==> src/logic/dtg_pkg.sv <==
// Shared constants, types and code decoding for the tone code link
package dtg_pkg;

	// ------------------------------------------------------------------
	// Clock and timing
	// ------------------------------------------------------------------
	localparam int CLK_HZ = 250_000_000;
	localparam int TONE_START_DLY_US = 6000; // Start delay after enable
	localparam int TONE_START_DLY_CYC = (CLK_HZ / 1_000_000)
		* TONE_START_DLY_US;
	localparam int OSC_START_US = 0;        // Modelled start-up time
	localparam int OSC_START_MAX_US = 10000;
	localparam int OSC_START_CYC = (CLK_HZ / 1_000_000) * OSC_START_US;
	localparam int SCLK_TYP_HZ = 100_000;
	localparam int SCLK_MAX_HZ = 500_000;
	// Longest half period that keeps the link at its typical rate
	localparam int SCLK_HALF_CYC = CLK_HZ / (2 * SCLK_TYP_HZ);
	localparam int PAR_SETUP_NS = 1000;     // Host data setup before enable
	localparam int PAR_SETUP_CYC = (PAR_SETUP_NS * (CLK_HZ / 1_000_000)
		+ 999) / 1000;

	// ------------------------------------------------------------------
	// Code layout
	// ------------------------------------------------------------------
	localparam int CODE_W = 5;
	localparam int PAR_W = 4;
	localparam int CODE_TOP_POS = 4;        // Top code bit selects single
	localparam logic [4:0] CODE_OFF = 5'h1f;
	localparam logic [4:0] CODE_RST = 5'h1f;
	localparam int SINGLE_COL_POS = 2;      // In single codes: column group

	// Synchronised pin vector positions and reset value
	localparam int PIN_W = 8;
	localparam int PIN_MODE = 7;
	localparam int PIN_CE_N = 6;
	localparam int PIN_SCLK = 5;
	localparam int PIN_SDATA = 4;
	localparam logic [7:0] PIN_RST = 8'h60;

	// ------------------------------------------------------------------
	// Tone table: realised frequencies derived from the clock
	// ------------------------------------------------------------------
	localparam int TONE_W = 20;
	localparam int ROW_HZ [4] = '{699, 766, 847, 948};
	localparam int COL_HZ [4] = '{1215, 1332, 1472, 1633};

	typedef enum logic [1:0] {
		DEV_IDLE = 2'b00,
		DEV_WAIT = 2'b01,
		DEV_RUN = 2'b11
	} dtg_dev_state_t;

	typedef enum logic [1:0] {
		HST_IDLE = 2'b00,
		HST_HIGH = 2'b01,
		HST_LOW = 2'b11
	} dtg_host_state_t;

	typedef struct packed {
		logic row_en;
		logic col_en;
		logic [1:0] row;
		logic [1:0] col;
	} dtg_sel_t;

	function automatic logic [TONE_W-1:0] dtg_half(input int hz);
		dtg_half = TONE_W'(CLK_HZ / (2 * hz));
	endfunction : dtg_half

	// Dual pair for a 4-bit digit code, row and column index
	function automatic dtg_sel_t dtg_dual(input logic [3:0] c);
		dtg_sel_t s;
		s = '{row_en: 1'b1, col_en: 1'b1, row: 2'd3, col: 2'd3};
		case (c)
			4'h1: {s.row, s.col} = {2'd0, 2'd0};
			4'h2: {s.row, s.col} = {2'd0, 2'd1};
			4'h3: {s.row, s.col} = {2'd0, 2'd2};
			4'h4: {s.row, s.col} = {2'd1, 2'd0};
			4'h5: {s.row, s.col} = {2'd1, 2'd1};
			4'h6: {s.row, s.col} = {2'd1, 2'd2};
			4'h7: {s.row, s.col} = {2'd2, 2'd0};
			4'h8: {s.row, s.col} = {2'd2, 2'd1};
			4'h9: {s.row, s.col} = {2'd2, 2'd2};
			4'ha: {s.row, s.col} = {2'd3, 2'd1};
			4'hb: {s.row, s.col} = {2'd3, 2'd0};
			4'hc: {s.row, s.col} = {2'd3, 2'd2};
			4'hd: {s.row, s.col} = {2'd0, 2'd3};
			4'he: {s.row, s.col} = {2'd1, 2'd3};
			4'hf: {s.row, s.col} = {2'd2, 2'd3};
			default: {s.row, s.col} = {2'd3, 2'd3};
		endcase
		return s;
	endfunction : dtg_dual

endpackage : dtg_pkg

==> src/logic/dtg_if.sv <==
// Pin bundle between the host controller and the tone code receiver
`timescale 1ns/1ps
`default_nettype none
interface dtg_if;
	logic mode_par;           // High: parallel, low: serial
	logic ce_n;               // Chip enable, active low
	logic sclk;               // Serial clock, sampled on falling edge
	logic sdata;              // Serial data, least significant bit first
	logic [3:0] par_code;     // Parallel code inputs

	modport dev (
		input mode_par,
		input ce_n,
		input sclk,
		input sdata,
		input par_code
	);

	modport host (
		output mode_par,
		output ce_n,
		output sclk,
		output sdata,
		output par_code
	);
endinterface : dtg_if
`default_nettype wire

==> src/logic/dtg_tone_osc.sv <==
// Square-wave tone oscillator with a run-time half period
`timescale 1ns/1ps
`default_nettype none
module dtg_tone_osc
	import dtg_pkg::*;
#(
	parameter int W = TONE_W
)(
	input wire logic clk,
	input wire logic rstn,
	input wire logic en,
	input wire logic [W-1:0] half_cyc,
	output logic wave
);
	logic [W-1:0] cnt_r;
	logic wave_r;

	// Counter restarts on disable so each tone started after a disable begins with a full half cycle
	always_ff @(posedge clk)
	begin
		if (!rstn || !en)
		begin
			cnt_r <= '0;
			wave_r <= 1'b0;
		end
		else if (cnt_r >= half_cyc - W'(1))
		begin
			cnt_r <= '0;
			wave_r <= ~wave_r;
		end
		else
			cnt_r <= cnt_r + W'(1);
	end

	assign wave = wave_r;
endmodule : dtg_tone_osc
`default_nettype wire

==> src/logic/dtg_device.sv <==
// Tone code receiver: serial and parallel code capture, tone selection
//
// Behaviour
// [RULE1] Serial command is five bits, LSB first
// [RULE2] Sample serial data on falling serial clock
// [RULE3] Top bit zero selects digit dual tone pair
// [RULE4] Codes 10000-10111 give one single tone each
// [RULE5] All-ones serial code stops tone output
// [RULE6] Host sends only defined codes; bit four MSB
// [RULE7] Host holds mode select low for serial
// [RULE8] Host holds mode select high for parallel
// [RULE9] Parallel: mode, then code, then enable low; host sets mode and code together
// [RULE10] Parallel tone starts about 6 ms after enable
// [RULE11] Parallel 4-bit codes select dual pairs only
// [RULE12] Parallel code stable before enable falls
// [RULE13] Host actively drives all four parallel inputs
// [RULE14] Tones approximate nominal frequencies from clock
// [RULE15] Delay is oscillator start plus about 6 ms
// [RULE16] Host serial clock at most 500 kHz
// [RULE17] Apply serial code after fifth falling edge
`timescale 1ns/1ps
`default_nettype none
module dtg_device
	import dtg_pkg::*;
#(
	parameter int START_DLY_CYC = TONE_START_DLY_CYC,
	parameter int OSC_DLY_CYC = OSC_START_CYC
)(
	input wire logic clk,
	input wire logic rstn,
	dtg_if.dev link,
	output logic tone_row,
	output logic tone_col,
	output logic row_active,
	output logic col_active,
	output logic [4:0] applied_code,
	output logic code_pulse
);
	// ------------------------------------------------------------------
	// Pin synchronisers
	// ------------------------------------------------------------------
	logic [PIN_W-1:0] pin_raw;
	logic [PIN_W-1:0] sync1_r;
	logic [PIN_W-1:0] sync2_r;
	logic [PIN_W-1:0] sync3_r;
	logic [PIN_W-1:0] pin_r;
	logic [PIN_W-1:0] pin_nxt;
	logic sclk_prev_r;
	logic ce_n_prev_r;

	assign pin_raw = {link.mode_par, link.ce_n, link.sclk, link.sdata,
		link.par_code};

	// Three stages; a bit only moves once stages two and three agree
	always_ff @(posedge clk)
	begin
		if (!rstn)
		begin
			sync1_r <= PIN_RST;
			sync2_r <= PIN_RST;
			sync3_r <= PIN_RST;
		end
		else
		begin
			sync1_r <= pin_raw;
			sync2_r <= sync1_r;
			sync3_r <= sync2_r;
		end
	end

	// Agreeing bits are taken, disagreeing bits hold their old value
	assign pin_nxt = (sync2_r & sync3_r) | (pin_r & (sync2_r | sync3_r));

	always_ff @(posedge clk)
	begin
		if (!rstn)
		begin
			pin_r <= PIN_RST;
			sclk_prev_r <= 1'b1;
			ce_n_prev_r <= 1'b1;
		end
		else
		begin
			pin_r <= pin_nxt;
			sclk_prev_r <= pin_r[PIN_SCLK];
			ce_n_prev_r <= pin_r[PIN_CE_N];
		end
	end

	logic par_mode;
	logic enabled;
	logic sclk_fall;
	logic ce_fall;

	assign par_mode = pin_r[PIN_MODE];
	assign enabled = !pin_r[PIN_CE_N];
	assign sclk_fall = sclk_prev_r && !pin_r[PIN_SCLK];
	assign ce_fall = ce_n_prev_r && !pin_r[PIN_CE_N];

	// ------------------------------------------------------------------
	// Serial capture
	// ------------------------------------------------------------------
	logic [CODE_W-1:0] shift_r;
	logic [2:0] bit_cnt_r;
	logic ser_done;
	logic [CODE_W-1:0] ser_word;

	assign ser_word = {pin_r[PIN_SDATA], shift_r[CODE_W-1:1]}; // [RULE1]
	// Word completes on the fifth sampled falling edge
	assign ser_done = !par_mode && enabled && sclk_fall
		&& bit_cnt_r == 3'(CODE_W - 1); // [RULE17]

	// Bits enter at the top and walk down, so the first lands in bit 0.
	// Disable or a mode change drops a half-sent word.
	always_ff @(posedge clk)
	begin
		if (!rstn || par_mode || !enabled)
		begin
			shift_r <= '0;
			bit_cnt_r <= '0;
		end
		else if (sclk_fall) // [RULE2]
		begin
			shift_r <= ser_word; // [RULE1]
			bit_cnt_r <= ser_done ? 3'd0 : bit_cnt_r + 3'd1;
		end
	end

	// Serial code to tone selection; undefined codes silence the output
	function automatic dtg_sel_t ser_decode(input logic [4:0] c);
		dtg_sel_t s;
		s = '0;
		if (!c[CODE_TOP_POS])
			s = dtg_dual(c[3:0]); // [RULE3]
		else if (c[3])
			s = '0; // [RULE5] all ones and unused codes give silence
		else if (c[SINGLE_COL_POS])
		begin
			s.col_en = 1'b1; // [RULE4]
			s.col = c[1:0];
		end
		else
		begin
			s.row_en = 1'b1; // [RULE4]
			s.row = c[1:0];
		end
		return s;
	endfunction : ser_decode

	// ------------------------------------------------------------------
	// Parallel start sequence
	// ------------------------------------------------------------------
	localparam int DLY_CYC = OSC_DLY_CYC + START_DLY_CYC;
	dtg_dev_state_t state_r;
	logic [31:0] dly_r;
	logic par_start;

	// Enable low is required throughout the wait; raising it aborts
	assign par_start = state_r == DEV_WAIT && dly_r == 32'(DLY_CYC - 1);

	always_ff @(posedge clk)
	begin
		if (!rstn)
		begin
			state_r <= DEV_IDLE;
			dly_r <= '0;
		end
		else if (!par_mode || !enabled)
		begin
			state_r <= DEV_IDLE;
			dly_r <= '0;
		end
		else
		begin
			case (state_r)
				DEV_IDLE:
				begin
					dly_r <= '0;
					if (ce_fall)
						state_r <= DEV_WAIT;
				end
				DEV_WAIT:
				begin
					dly_r <= dly_r + 32'd1; // [RULE10] [RULE15]
					if (par_start)
						state_r <= DEV_RUN;
				end
				DEV_RUN:
					state_r <= DEV_RUN;
				default:
					state_r <= DEV_IDLE;
			endcase
		end
	end

	// ------------------------------------------------------------------
	// Tone selection register
	// ------------------------------------------------------------------
	dtg_sel_t sel_r;
	logic [4:0] code_r;
	logic pulse_r;
	logic mode_prev_r;

	always_ff @(posedge clk)
	begin
		if (!rstn)
		begin
			sel_r <= '0;
			code_r <= CODE_RST;
			pulse_r <= 1'b0;
			mode_prev_r <= 1'b0;
		end
		else
		begin
			mode_prev_r <= par_mode;
			pulse_r <= ser_done || par_start;
			if (ser_done)
			begin
				sel_r <= ser_decode(ser_word); // [RULE17]
				code_r <= ser_word;
			end
			else if (par_start)
			begin
				// Code sampled at the end of the delay, held steady by host
				sel_r <= dtg_dual(pin_r[PAR_W-1:0]); // [RULE11]
				code_r <= {1'b0, pin_r[PAR_W-1:0]};
			end
			else if (!enabled || par_mode != mode_prev_r)
			begin
				sel_r <= '0;
				code_r <= CODE_OFF;
			end
			else if (par_mode && state_r != DEV_RUN)
				sel_r <= '0;
		end
	end

	// ------------------------------------------------------------------
	// Tone oscillators
	// ------------------------------------------------------------------
	logic [TONE_W-1:0] row_half;
	logic [TONE_W-1:0] col_half;

	// Half periods from the clock rate give the realised tones
	always_comb
	begin
		row_half = dtg_half(ROW_HZ[sel_r.row]); // [RULE14]
		col_half = dtg_half(COL_HZ[sel_r.col]); // [RULE14]
	end

	dtg_tone_osc #(
		.W(TONE_W)
	) u_row (
		.clk(clk),
		.rstn(rstn),
		.en(sel_r.row_en),
		.half_cyc(row_half),
		.wave(tone_row)
	);

	dtg_tone_osc #(
		.W(TONE_W)
	) u_col (
		.clk(clk),
		.rstn(rstn),
		.en(sel_r.col_en),
		.half_cyc(col_half),
		.wave(tone_col)
	);

	assign row_active = sel_r.row_en;
	assign col_active = sel_r.col_en;
	assign applied_code = code_r;
	assign code_pulse = pulse_r;
endmodule : dtg_device
`default_nettype wire

==> src/flat_wrapper.sv <==
// flat-port wrapper written by rule: the top's interface ports become plain ports
module dtg_device_flat import dtg_pkg::*;
#(
	parameter int START_DLY_CYC = TONE_START_DLY_CYC,
	parameter int OSC_DLY_CYC = OSC_START_CYC
)
  (clk, rstn, tone_row, tone_col, row_active, col_active, applied_code, code_pulse, link_mode_par, link_ce_n, link_sclk, link_sdata, link_par_code);
  dtg_if link_i ();
  input wire logic clk;
  input wire logic rstn;
  output logic tone_row;
  output logic tone_col;
  output logic row_active;
  output logic col_active;
  output logic [4:0] applied_code;
  output logic code_pulse;
  input wire logic [$bits(link_i.mode_par)-1:0] link_mode_par;
  input wire logic [$bits(link_i.ce_n)-1:0] link_ce_n;
  input wire logic [$bits(link_i.sclk)-1:0] link_sclk;
  input wire logic [$bits(link_i.sdata)-1:0] link_sdata;
  input wire logic [$bits(link_i.par_code)-1:0] link_par_code;
  assign link_i.mode_par = link_mode_par;
  assign link_i.ce_n = link_ce_n;
  assign link_i.sclk = link_sclk;
  assign link_i.sdata = link_sdata;
  assign link_i.par_code = link_par_code;
  dtg_device #(.START_DLY_CYC(START_DLY_CYC), .OSC_DLY_CYC(OSC_DLY_CYC)) u_core (.clk(clk), .rstn(rstn), .link(link_i), .tone_row(tone_row), .tone_col(tone_col), .row_active(row_active), .col_active(col_active), .applied_code(applied_code), .code_pulse(code_pulse));
endmodule
==> config.mk <==
export PLATFORM = sky130hd
export DESIGN_NAME = dtg_device_flat
export DESIGN_NICKNAME = d
export VERILOG_FILES = /design/src/logic/dtg_pkg.sv /design/src/logic/dtg_if.sv /design/src/logic/dtg_tone_osc.sv /design/src/logic/dtg_device.sv /design/src/flat_wrapper.sv
export SDC_FILE = /design/constraint.sdc
export NUM_CORES = 1
export LEC_CHECK = 0
export BUFFER_PORTS_ARGS = -buffer_cell sky130_fd_sc_hd__buf_4
export CAP_MARGIN = 20
export CORE_MARGIN = 5
export CORE_UTILIZATION = 55
export CTS_CLUSTER_DIAMETER = 50
export DETAILED_ROUTE_END_ITERATION = 7
export PLACE_DENSITY_LB_ADDON = 0.1
export SLEW_MARGIN = 5
export SYNTH_ARGS = -nofsm -noshare
export SYNTH_HDL_FRONTEND = slang
export SYNTH_HIERARCHICAL = 1
export SYNTH_SLANG_ARGS = --single-unit
==> constraint.sdc <==
create_clock -name clk -period 7.9 [get_ports clk]
set_input_delay 0.79 -clock clk [delete_from_list [all_inputs] [get_ports clk]]
set_output_delay 0.79 -clock clk [all_outputs]
set_load 0.05 [all_outputs]
==> flow_summary.yaml, run 1 <==
sta:
  maxSlewHeadroom_pct: 41.42
  setup_tns_ns: 0
  final.period_utilization_pct: 82.67
  timing.fmax_mhz: 153.1
  drv_slew: 0
  tightestPinTransition_ns: 0.8787
  hold_violations: 0
  finClkSkew_ns: 0.01625
  min_period_ns: 6.531
  rsz0062_at_grt: "false"
  setup-violations-final: 0
critical_path:
  critical_path.cell_chain: "inv_1, ha_1, ha_1, nor2b_1, nor3_1, a211oi_1, nand4bb_1, or4_1, or3_4, or4b_4, or4_4, nor3_2, xnor2_1, ha_1, nand4_1, or3_1, or4b_1, o221ai_2, buf_4, mux2i_1"
  cp_top_family: "simple AND/OR/NAND/NOR gates"
  start_kind: "register"
  cp_data_arrival_time_ns: 6.88
  rr_startpoint: "u_core/sel_r[3]"
  cp_slowest_cell: "or4_1"
  crit_buf_inv: 2
  timing.rr.end: "u_core/u_row/wave"
  cp.required_ns: 8.25
  r2r_cells: 20
  critPathKind: "reg -> reg"
  path_max_fanout: 24
  cp_slowest_stage_delay_ns: 0.60
  worst_path_most_repeated_cell: "ha_1"
  endpoint_kind: "register"
  reg2reg_slack_ns: 1.37
synthesis:
  syn_area_mm2: 0.008379
  ys_ff_latch: 138
  synth_edf_count: 0
  ys_seq_area_share_pct: 32.97
  synth_area_per_cell_um2: 8.371
  async_flop_share_pct: 0
  ys_types: 69
  syn_inst: 1001
  ys_warn_count: 6
  synth_ff_type: "dfxtp_1"
clock_tree:
  cts_max_level: 4
  clk_path_buf_depth: 2
  cts_resized: 0
  clk_latency_ns: 0.42
  cts_tree: "done"
  cts_num_sinks: 138
  cts_hold_buf: 0
  clockRootBuffer: "clkbuf_16"
  cts_setup_buffers: 0
  cts-buffers-inserted: 17
  clkTransAtPathRegs_ns: 0.06
floorplanning:
  fp.dieW_um: 133.4
  die_y_um: 133.4
  placement_rows: 45
  core_area_mm2: 0.01509
  pin_count: 20
  start_util_pct: 55.53
  fp.dieArea_mm2: 0.01780
placed_design:
  routabilityCongestion: 0.8301
  dp_hpwl_um: 11680
  port_buffers: 19
grt:
  track_usage_pct: 19.01
  antenna_found_initial: 0
  grt_pass1_vias: 6201
  use_met3_pct: 3.890
  met2_usage_pct: 31.04
  grt_max_degree: 53
  grt-ovfl-total: 0
  grt_pass1_wl_um: 28610
  busiest_layer: "met2"
  grtUsageMet1_pct: 25.26
pwr:
  p_leak_nw: 3.401
  total_power_w: 0.001517
  ir_drop_mv: 0.1681
  p_per_area_mw_per_mm2: 163.6
cells_and_area:
  final_cell_mix: "dfxtp_1, nor2_1, nand2_1, ha_1, nor3_1"
  finalNetCount: 1114
  insertedDiodeCount: 0
  drive_gt1_share_pct: 8.632
  syn_to_final_growth_pct: 10.71
  fillers: 1357
  final_common_cell: "dfxtp_1"
detailed_routing:
  post_drt_wl_per_cell_um: 13.51
  vias: 6711
  first_iter_violations: 265
  drt-pass1-iter-count: 5
  wirelength_um: 16470
  drt-vias-per-instance: 5.505
  drc: 0
  antenna_left: 0
worst_hold_path:
  hold_path_class: "reg -> reg"
  hold_start: "u_core/sync1_r[6]"
  hold_end: "u_core/sync2_r[6]"
  whs_path_depth: 1
status:
  status: "finished clean"
flow_run:
  maxCapViolations: 0
-- registers in the layout, indices dropped and copies added, names as in the netlist, named ones only --
name / flops
u_core/dly_r: 32
u_core/u_col/cnt_r: 20
u_core/u_row/cnt_r: 20
u_core/pin_r: 8
u_core/sync1_r: 8
u_core/sync2_r: 8
u_core/sync3_r: 8
u_core/applied_code: 5
u_core/sel_r: 4
u_core/shift_r: 4
u_core/bit_cnt_r: 3
u_core/state_r: 2
u_core/ce_n_prev_r: 1
u_core/code_pulse: 1
u_core/col_active: 1
u_core/mode_prev_r: 1
u_core/row_active: 1
u_core/sclk_prev_r: 1
u_core/u_col/wave: 1
u_core/u_row/wave: 1
-- worst max path at each step --
stage | start | endpoint | slack (ns) | cells past startpoint
detailed placement | u_core/sel_r[3] | u_core/u_row/wave | 1.36 | 20
finish | u_core/sel_r[3] | u_core/u_row/wave | 1.37 | 20
floorplan | u_core/sel_r[3] | u_core/u_row/cnt_r[10] | 2.06 | 20
global placement | u_core/sel_r[3] | u_core/u_row/wave | 1.54 | 20
global route | u_core/sel_r[3] | u_core/u_row/wave | 0.84 | 20
CTS | u_core/sel_r[3] | u_core/u_row/wave | 1.37 | 20
-- final cells by class --
| class | count | area (um2) | area share, % |
|---|---|---|---|
| multi-input cells | 792 | 5344 | 57.61 |
| flip-flops and latches | 138 | 2763 | 29.78 |
| clock buffers | 18 | 429.2 | 4.626 |
| well taps | 188 | 235.2 | 2.536 |
| inverters | 47 | 176.4 | 1.902 |
| repair buffers | 22 | 165.2 | 1.780 |
| clock inverters | 14 | 163.9 | 1.767 |
-- cells in the mapped netlist, types with 6 or more instances --
library cell,instances,share of area (%)
dfxtp_1,138,33
ha_1,86,13
or3_1,17,1.3
o21ai_1,15,0.90
nor2_1,93,4.2
a211oi_1,7,0.63
xor2_1,44,4.6
inv_1,43,1.9
a21o_1,6,0.54
nand3_1,32,1.9
a31oi_1,16,1.2
nor2b_1,12,0.90
a21oi_1,47,2.8
nand2_1,92,4.1
clkbuf_1,27,1.2
nand4_1,20,1.5
xnor2_1,53,5.5
mux2i_1,8,0.96
and2_1,25,1.9
nor3_1,63,3.8
nand2b_1,16,1.2
nor4_1,13,0.97
o21ai_0,19,1.1
-- per-layer routing --
metal  vias up  routed length (um)
li1       3548                   -
met1      3047                8158
met2       101                7597
met3        15                 520
met4         0                 193
met5         -                   0
-- report_power, final --
group | switching [W] | internal, W | total, W | leakage, nW
combinational | 0.00000752 | 0.00000776 | 0.0000153 | 1.99
clock | 0.000325 | 0.000474 | 0.000799 | 0.291
sequential | 0.00000182 | 0.000701 | 0.000703 | 1.12
-- cells by family after synthesis --
logic type      Yosys count  synth area share, %
simple gates            440                27.83
buf+inv                  79                3.688
compound gates          147                10.77
flops                   138                32.97
fa+ha+maj                89                13.20
xor+xnor                 97                10.14
mux                      10                1.359
other cells               1              0.04475
-- per-stage QoR --
stage	setup slack, ns	area [um2]	hold WS [ns]	utilization (%)	std cells
after floorplan	2.064	8409	0.3863	-	1009
after global placement	1.536	8683	0.4003	57.55	1187
after detailed placement	1.358	8683	0.3969	57.55	1187
after CTS	1.368	9276	0.4118	61.48	1219
after global routing	0.8354	9276	0.4379	61.48	1219
final	1.369	9276	0.4078	61.48	1219
Power figures use the tool's default switching activity.
==> inputs of run 2 (changes only) <==
Settings changed: ABC_AREA set to 1.
Clock period 7.9 ns to 6.2 ns, I/O delays scaled along.
==> run 2 against run 1 <==
Count of clock-buffer cells in the layout up 1. Critical path type unchanged. Critical path depth up 22. Sequential power up 27%. Highest routed layer unchanged. Core utilization up 1.3 points. Sequential share of layout area down 5.1 points. Clock power up 29%.
==> flow_summary.yaml, run 2 <==
synthesis:
  ys_types: 53
  yosys.area.top_type: "dfxtp_1"
  synth_top_area_share_pct: 27.97
  synth_edf_count: 0
  syn_inst: 1466
  yosys-top-cells-count: "nand2_1, inv_1, nor2_1, dfxtp_1, ha_1"
  yosysMostFrequentCell: "nand2_1"
  ys_ff_latch: 138
  syn_area_mm2: 0.009878
  synth_area_leaders: "dfxtp_1, nand2_1, ha_1, inv_1, nor2_1"
  async_flop_share_pct: 0
  ys_warn_count: 6
  synth_ff_type: "dfxtp_1"
  ys_seq_area_share_pct: 27.97
  synth_area_per_cell_um2: 6.738
sta:
  final.period_utilization_pct: 92.70
  drv_slew: 0
  hold_violations: 0
  min_period_ns: 5.747
  finClkSkew_ns: 0.008518
  timing.fmax_mhz: 174.0
  maxSlewHeadroom_pct: 43.92
  tightestPinTransition_ns: 0.8347
  setup-violations-final: 0
  fin_ws_ns: 0.4527
grt:
  grt-ovfl-total: 0
  grt_pass1_vias: 8143
  grt_max_degree: 30
  antenna_found_initial: 0
  track_usage_pct: 21.17
  grt_pass1_wl_um: 36670
critical_path:
  path_max_fanout: 6
  crit_buf_inv: 5
  cp_top_family: "simple AND/OR/NAND/NOR gates"
  cp_data_arrival_time_ns: 6.09
  cp_slowest_cell: "dfxtp_4"
  endpoint_kind: "register"
  start_kind: "register"
  worst_path_most_repeated_cell: "nand2_1"
  cp_slowest_stage_delay_ns: 0.38
  cp.required_ns: 6.55
  critPathKind: "reg -> reg"
floorplanning:
  pin_count: 20
  placement_rows: 49
  start_util_pct: 55.37
  die_y_um: 144.0
  fp.dieArea_mm2: 0.02074
  fp.dieW_um: 144.0
  core_area_mm2: 0.01784
status:
  status: "finished clean"
cells_and_area:
  fin_cells: 1756
  fin_util_pct: 62.74
  syn_to_final_growth_pct: 13.31
  top_regs: "u_core/dly_r: 32 flops, u_core/u_col/cnt_r: 20 flops, u_core/u_row/cnt_r: 20 flops"
  final_cell_mix: "nand2_1, inv_1, nor2_1, dfxtp_1, ha_1"
  finalNetCount: 1613
  drive_gt1_share_pct: 11.92
  final_common_cell: "nand2_1"
  regMostFlops: "u_core/dly_r"
  largest_register_ffs: 32
  insertedDiodeCount: 0
clock_tree:
  cts_max_level: 4
  cts_tree: "done"
  clk_latency_ns: 0.42
  clk_path_buf_depth: 2
  cts_num_sinks: 138
  cts-buffers-inserted: 17
  clockRootBuffer: "clkbuf_16"
  clkTransAtPathRegs_ns: 0.07
placed_design:
  port_buffers: 19
  post-place-ws_ns: -0.05822
  routabilityCongestion: 0.8992
  dp_hpwl_um: 16140
  dp_cells: 1711
pwr:
  ir_drop_mv: 0.2229
  p_per_area_mw_per_mm2: 173.9
  total_power_w: 0.001946
  p_leak_nw: 4.889
flow_run:
  maxCapViolations: 0
detailed_routing:
  first_iter_violations: 730
  drt-pass1-iter-count: 5
  wirelength_um: 21980
  post_drt_wl_per_cell_um: 12.52
  vias: 9086
  drt-vias-per-instance: 5.174
  antenna_left: 0
  drc: 0
worst_hold_path:
  hold_path_class: "in -> reg"
==> run 2: cell types whose count changed after synthesis, moves of 29 or more <==
| cell | change |
|---|---|
| nor2_1 | +76 |
| o21ai_0 | +43 |
| inv_1 | +192 |
| nand2_1 | +248 |
| nand3_1 | +29 |
==> run 2: per-stage QoR <==
stage	instance area, um2	setup TNS (ns)	hold WS (ns)
2_1_floorplan	9908	0	0.3905
3_3_place_gp	10290	0	0.3917
3_5_place_dp	10290	-0.3613	0.3991
4_1_cts	10900	0	0.3568
5_1_grt	11190	-0.8811	0.3773
6_report	11190	0	0.3748
==> run 2: layout make-up <==
class                      count  area, um2
clock buffer                  19      452.9
clock inverter                13      147.6
fill                        1695       6648
inverter                     245      929.6
multi-input combinational   1079       6361
sequential                   138       2768
tap                          229      286.5
timing repair buffer          33      247.7
==> run 2: power breakdown <==
part           internal (W)  switching [W]  total (W)
sequential         0.000893     0.00000259   0.000895
combinational    0.00000979      0.0000138  0.0000236
clock              0.000593       0.000434    0.00103
==> run 2: path summary, 6_finish.rpt <==
| path | start | endpoint | slack (ns) | cells past startpoint |
|---|---|---|---|---|
| max reg2reg | u_core/sel_r[2] | u_core/u_row/cnt_r[6] | 0.45 | 42 |
| min | link_par_code[3] | u_core/sync1_r[3] | 0.37 | 3 |
| max | u_core/sel_r[2] | u_core/u_row/cnt_r[6] | 0.45 | 42 |
| min reg2reg | u_core/sync1_r[0] | u_core/sync2_r[0] | 0.41 | 2 |
==> run 2: logic make-up after synthesis <==
group | after synthesis | share of synthesized area (%)
and+or+nand+nor | 732 | 34.36
buffers and inverters | 262 | 10.35
AOI/OAI and AO/OA | 181 | 10.42
DFF | 138 | 27.97
adders and majority gates | 89 | 11.27
xor gates and xnor gates | 63 | 5.586
other | 1 | 0.03796
==> run 2: routing by layer <==
metal  GRT usage, %  share of wire, %  up-vias
met5              0                 0        -
met2          34.71                46      212
met3          3.902               4.0       29
met1          28.95                49     4032
li1               -                 -     4813
met4          5.154               1.6        0
==> run 2: worst min-delay path, delay by kind of cell <==
kind	cells	cell delay, ns
buf+inv	2	0.11
simple gates	1	0.04
==> run 2: timing repair <==
action	CTS	global route
gates cloned	0	5
pin swaps	0	13
gates resized for setup	1	39
endpoints found under the hold margin	0	0
setup buffers	0	8
endpoints found under the setup margin	20	21
hold buffers	0	0
==> inputs of run 3 (changes only) <==
Settings changed: ABC_AREA 1 to not set, ABC_CLOCK_PERIOD_IN_PS set to 6200, RECOVER_POWER set to 100.
==> run 3 against run 2 <==
Register-to-register slack got worse by 0.17 ns. Fmax decreased by 2.9%. Clock power about the same. Count of clock-buffer cells in the layout decreased by 1. Die area decreased by 14%. Routed wire length decreased by 25%. Critical path type unchanged.
==> flow_summary.yaml, run 3 (same netlist as run 1, synthesis figures left out) <==
clock_tree:
  cts_tree: "done"
  cts_num_sinks: 138
  clk_path_buf_depth: 2
  clockRootBuffer: "clkbuf_16"
  cts-buffers-inserted: 17
  cts_setup_buffers: 0
  clkTransAtPathRegs_ns: 0.06
  cts_max_level: 4
  cts_hold_buf: 0
  clk_latency_ns: 0.42
critical_path:
  endpoint_kind: "register"
  timing.rr.end: "u_core/u_row/wave"
  crit_path_end: "u_core/u_row/wave"
  reg2reg_slack_ns: 0.28
  timing.critical_path.from: "u_core/sel_r[2]"
  cp.required_ns: 6.55
  cp_data_arrival_time_ns: 6.27
  path_max_fanout: 21
  start_kind: "register"
  rr_startpoint: "u_core/sel_r[2]"
  r2r_cells: 22
  critPathKind: "reg -> reg"
floorplanning:
  start_util_pct: 55.53
  pin_count: 20
  die_y_um: 133.4
  placement_rows: 45
  core_area_mm2: 0.01509
  fp.dieArea_mm2: 0.01780
  fp.dieW_um: 133.4
detailed_routing:
  wirelength_um: 16570
  antenna_left: 0
  first_iter_violations: 285
  drt-pass1-iter-count: 5
  vias: 6745
  post_drt_wl_per_cell_um: 13.48
  drt-vias-per-instance: 5.488
  drc: 0
sta:
  hold_violations: 0
  timing.fmax_mhz: 169.0
  min_period_ns: 5.918
  tightestPinTransition_ns: 1.273
  finClkSkew_ns: 0.01480
  drv_slew: 0
  setup-violations-final: 0
  setup_tns_ns: 0
  maxSlewHeadroom_pct: 15.12
  final.period_utilization_pct: 95.45
placed_design:
  dp_hpwl_um: 11850
  port_buffers: 19
  routabilityCongestion: 0.8757
  dpl_cell_area_mm2: 0.008771
status:
  status: "finished clean"
cells_and_area:
  final_cell_mix: "dfxtp_1, nor2_1, nand2_1, ha_1, nor3_1"
  insertedDiodeCount: 0
  final_common_cell: "dfxtp_1"
  largest_register_ffs: 32
  fillers: 1348
  drive_gt1_share_pct: 8.453
  syn_to_final_growth_pct: 11.35
  top_regs: "u_core/dly_r: 32 flops, u_core/u_col/cnt_r: 20 flops, u_core/u_row/cnt_r: 20 flops"
  finalNetCount: 1124
  regMostFlops: "u_core/dly_r"
  final_area_mm2: 0.009330
pwr:
  pwr-share-comb_pct: 1.0
  total_power_w: 0.001964
  p_per_area_mw_per_mm2: 210.5
  p_sw_share_pct: 21.31
  internal-power_w: 0.001546
  p_leak_nw: 3.424
  power.switching_w: 0.0004185
  pwr-share-clk_pct: 53.4
  ir_drop_mv: 0.2286
  power_frac_seq_pct: 45.6
worst_hold_path:
  hold_path_class: "in -> reg"
grt:
  grt_max_degree: 53
  grt-ovfl-total: 0
  grt_pass1_wl_um: 28630
  track_usage_pct: 19.23
  grt_pass1_vias: 6092
  antenna_found_initial: 0
flow_run:
  maxCapViolations: 0
-- run 3: cell types whose count changed in the layout (fill, tap and decap cells not counted), moves of 24 or more --
| cell | before | now |
|---|---|---|
| nor2_1 | 168 | 93 |
| o21ai_0 | 62 | 21 |
| nand2_1 | 334 | 93 |
| nand3_1 | 57 | 32 |
| xnor2_1 | 28 | 53 |
| inv_1 | 233 | 44 |
| nor3_1 | 38 | 62 |
-- run 3: worst min path at each step --
stage / end / depth (start not counted) / from / slack, ns
floorplan: u_core/sync2_r[5] / 1 / u_core/sync1_r[5] / 0.39
global placement: u_core/sync2_r[5] / 1 / u_core/sync1_r[5] / 0.40
detailed placement: u_core/sync2_r[5] / 1 / u_core/sync1_r[5] / 0.40
CTS: u_core/sync1_r[5] / 2 / link_sclk / 0.36
global route: u_core/sync1_r[5] / 2 / link_sclk / 0.38
finish: u_core/sync1_r[5] / 2 / link_sclk / 0.38
-- run 3: timing repair --
| item | CTS | global route |
|---|---|---|
| hold endpoints to repair | 0 | 0 |
| gates resized for setup | 0 | 8 |
| setup endpoints to repair | 0 | 41 |
-- run 3: metrics by stage --
stage          worst slack (ns)  hold slack, ns  instances  utilization (%)
3_5_place_dp            0.08869          0.3994       1197            58.13
3_3_place_gp             0.2009          0.4028       1197            58.13
6_report                 0.2820          0.3840       1229            61.83
5_1_grt                -0.01088          0.3777       1229            61.83
2_1_floorplan            0.3638          0.3863       1009                -
4_1_cts                 0.07596          0.3638       1229            62.18
-- run 3: cell type report --
type / instances / area [um2] / area share, %
inverters: 47 / 176.4 / 1.891
flip-flops and latches: 138 / 2765 / 29.64
clock buffers: 18 / 429.2 / 4.600
clock inverters: 14 / 182.7 / 1.958
repair buffers: 32 / 215.2 / 2.307
well taps: 188 / 235.2 / 2.521
multi-input cells: 792 / 5326 / 57.09
-- run 3: layer usage --
| layer | vias to the layer above | wire [um] | track usage, % |
|---|---|---|---|
| met5 | - | 0 | 0 |
| met4 | 0 | 195 | 5.714 |
| met3 | 14 | 541 | 4.154 |
| met2 | 98 | 7785 | 31.63 |
| met1 | 3058 | 8050 | 25.45 |
| li1 | 3575 | - | - |
-- run 3: power by group through the flow --
| stage | registers (W) | clock network [W] | logic, W |
|---|---|---|---|
| after floorplan | 0.000915 | 0 | 0.0000131 |
| after global placement | 0.000915 | 0 | 0.0000193 |
| after detailed placement | 0.000915 | 0 | 0.0000197 |
| after CTS | 0.000896 | 0.00107 | 0.0000199 |
| after global routing | 0.000896 | 0.00112 | 0.0000223 |
| final | 0.000896 | 0.00105 | 0.0000195 |
-- run 3: critical path, cell delays in order (launching register included) --
cell and delay, ns:
dfxtp_2 0.38, inv_1 0.10, ha_1 0.23, ha_1 0.27
nand2_1 0.05, ha_1 0.30, nor2_1 0.07, a211oi_2 0.27
o311ai_1 0.11, nor3_1 0.22, o21ai_1 0.16, or4_4 0.50
or4b_4 0.51, or4_4 0.46, nor3_2 0.14, xnor2_1 0.09
ha_1 0.30, nand4_1 0.13, or3_1 0.42, or4b_1 0.55
o221ai_2 0.22, buf_12 0.19, mux2i_1 0.18
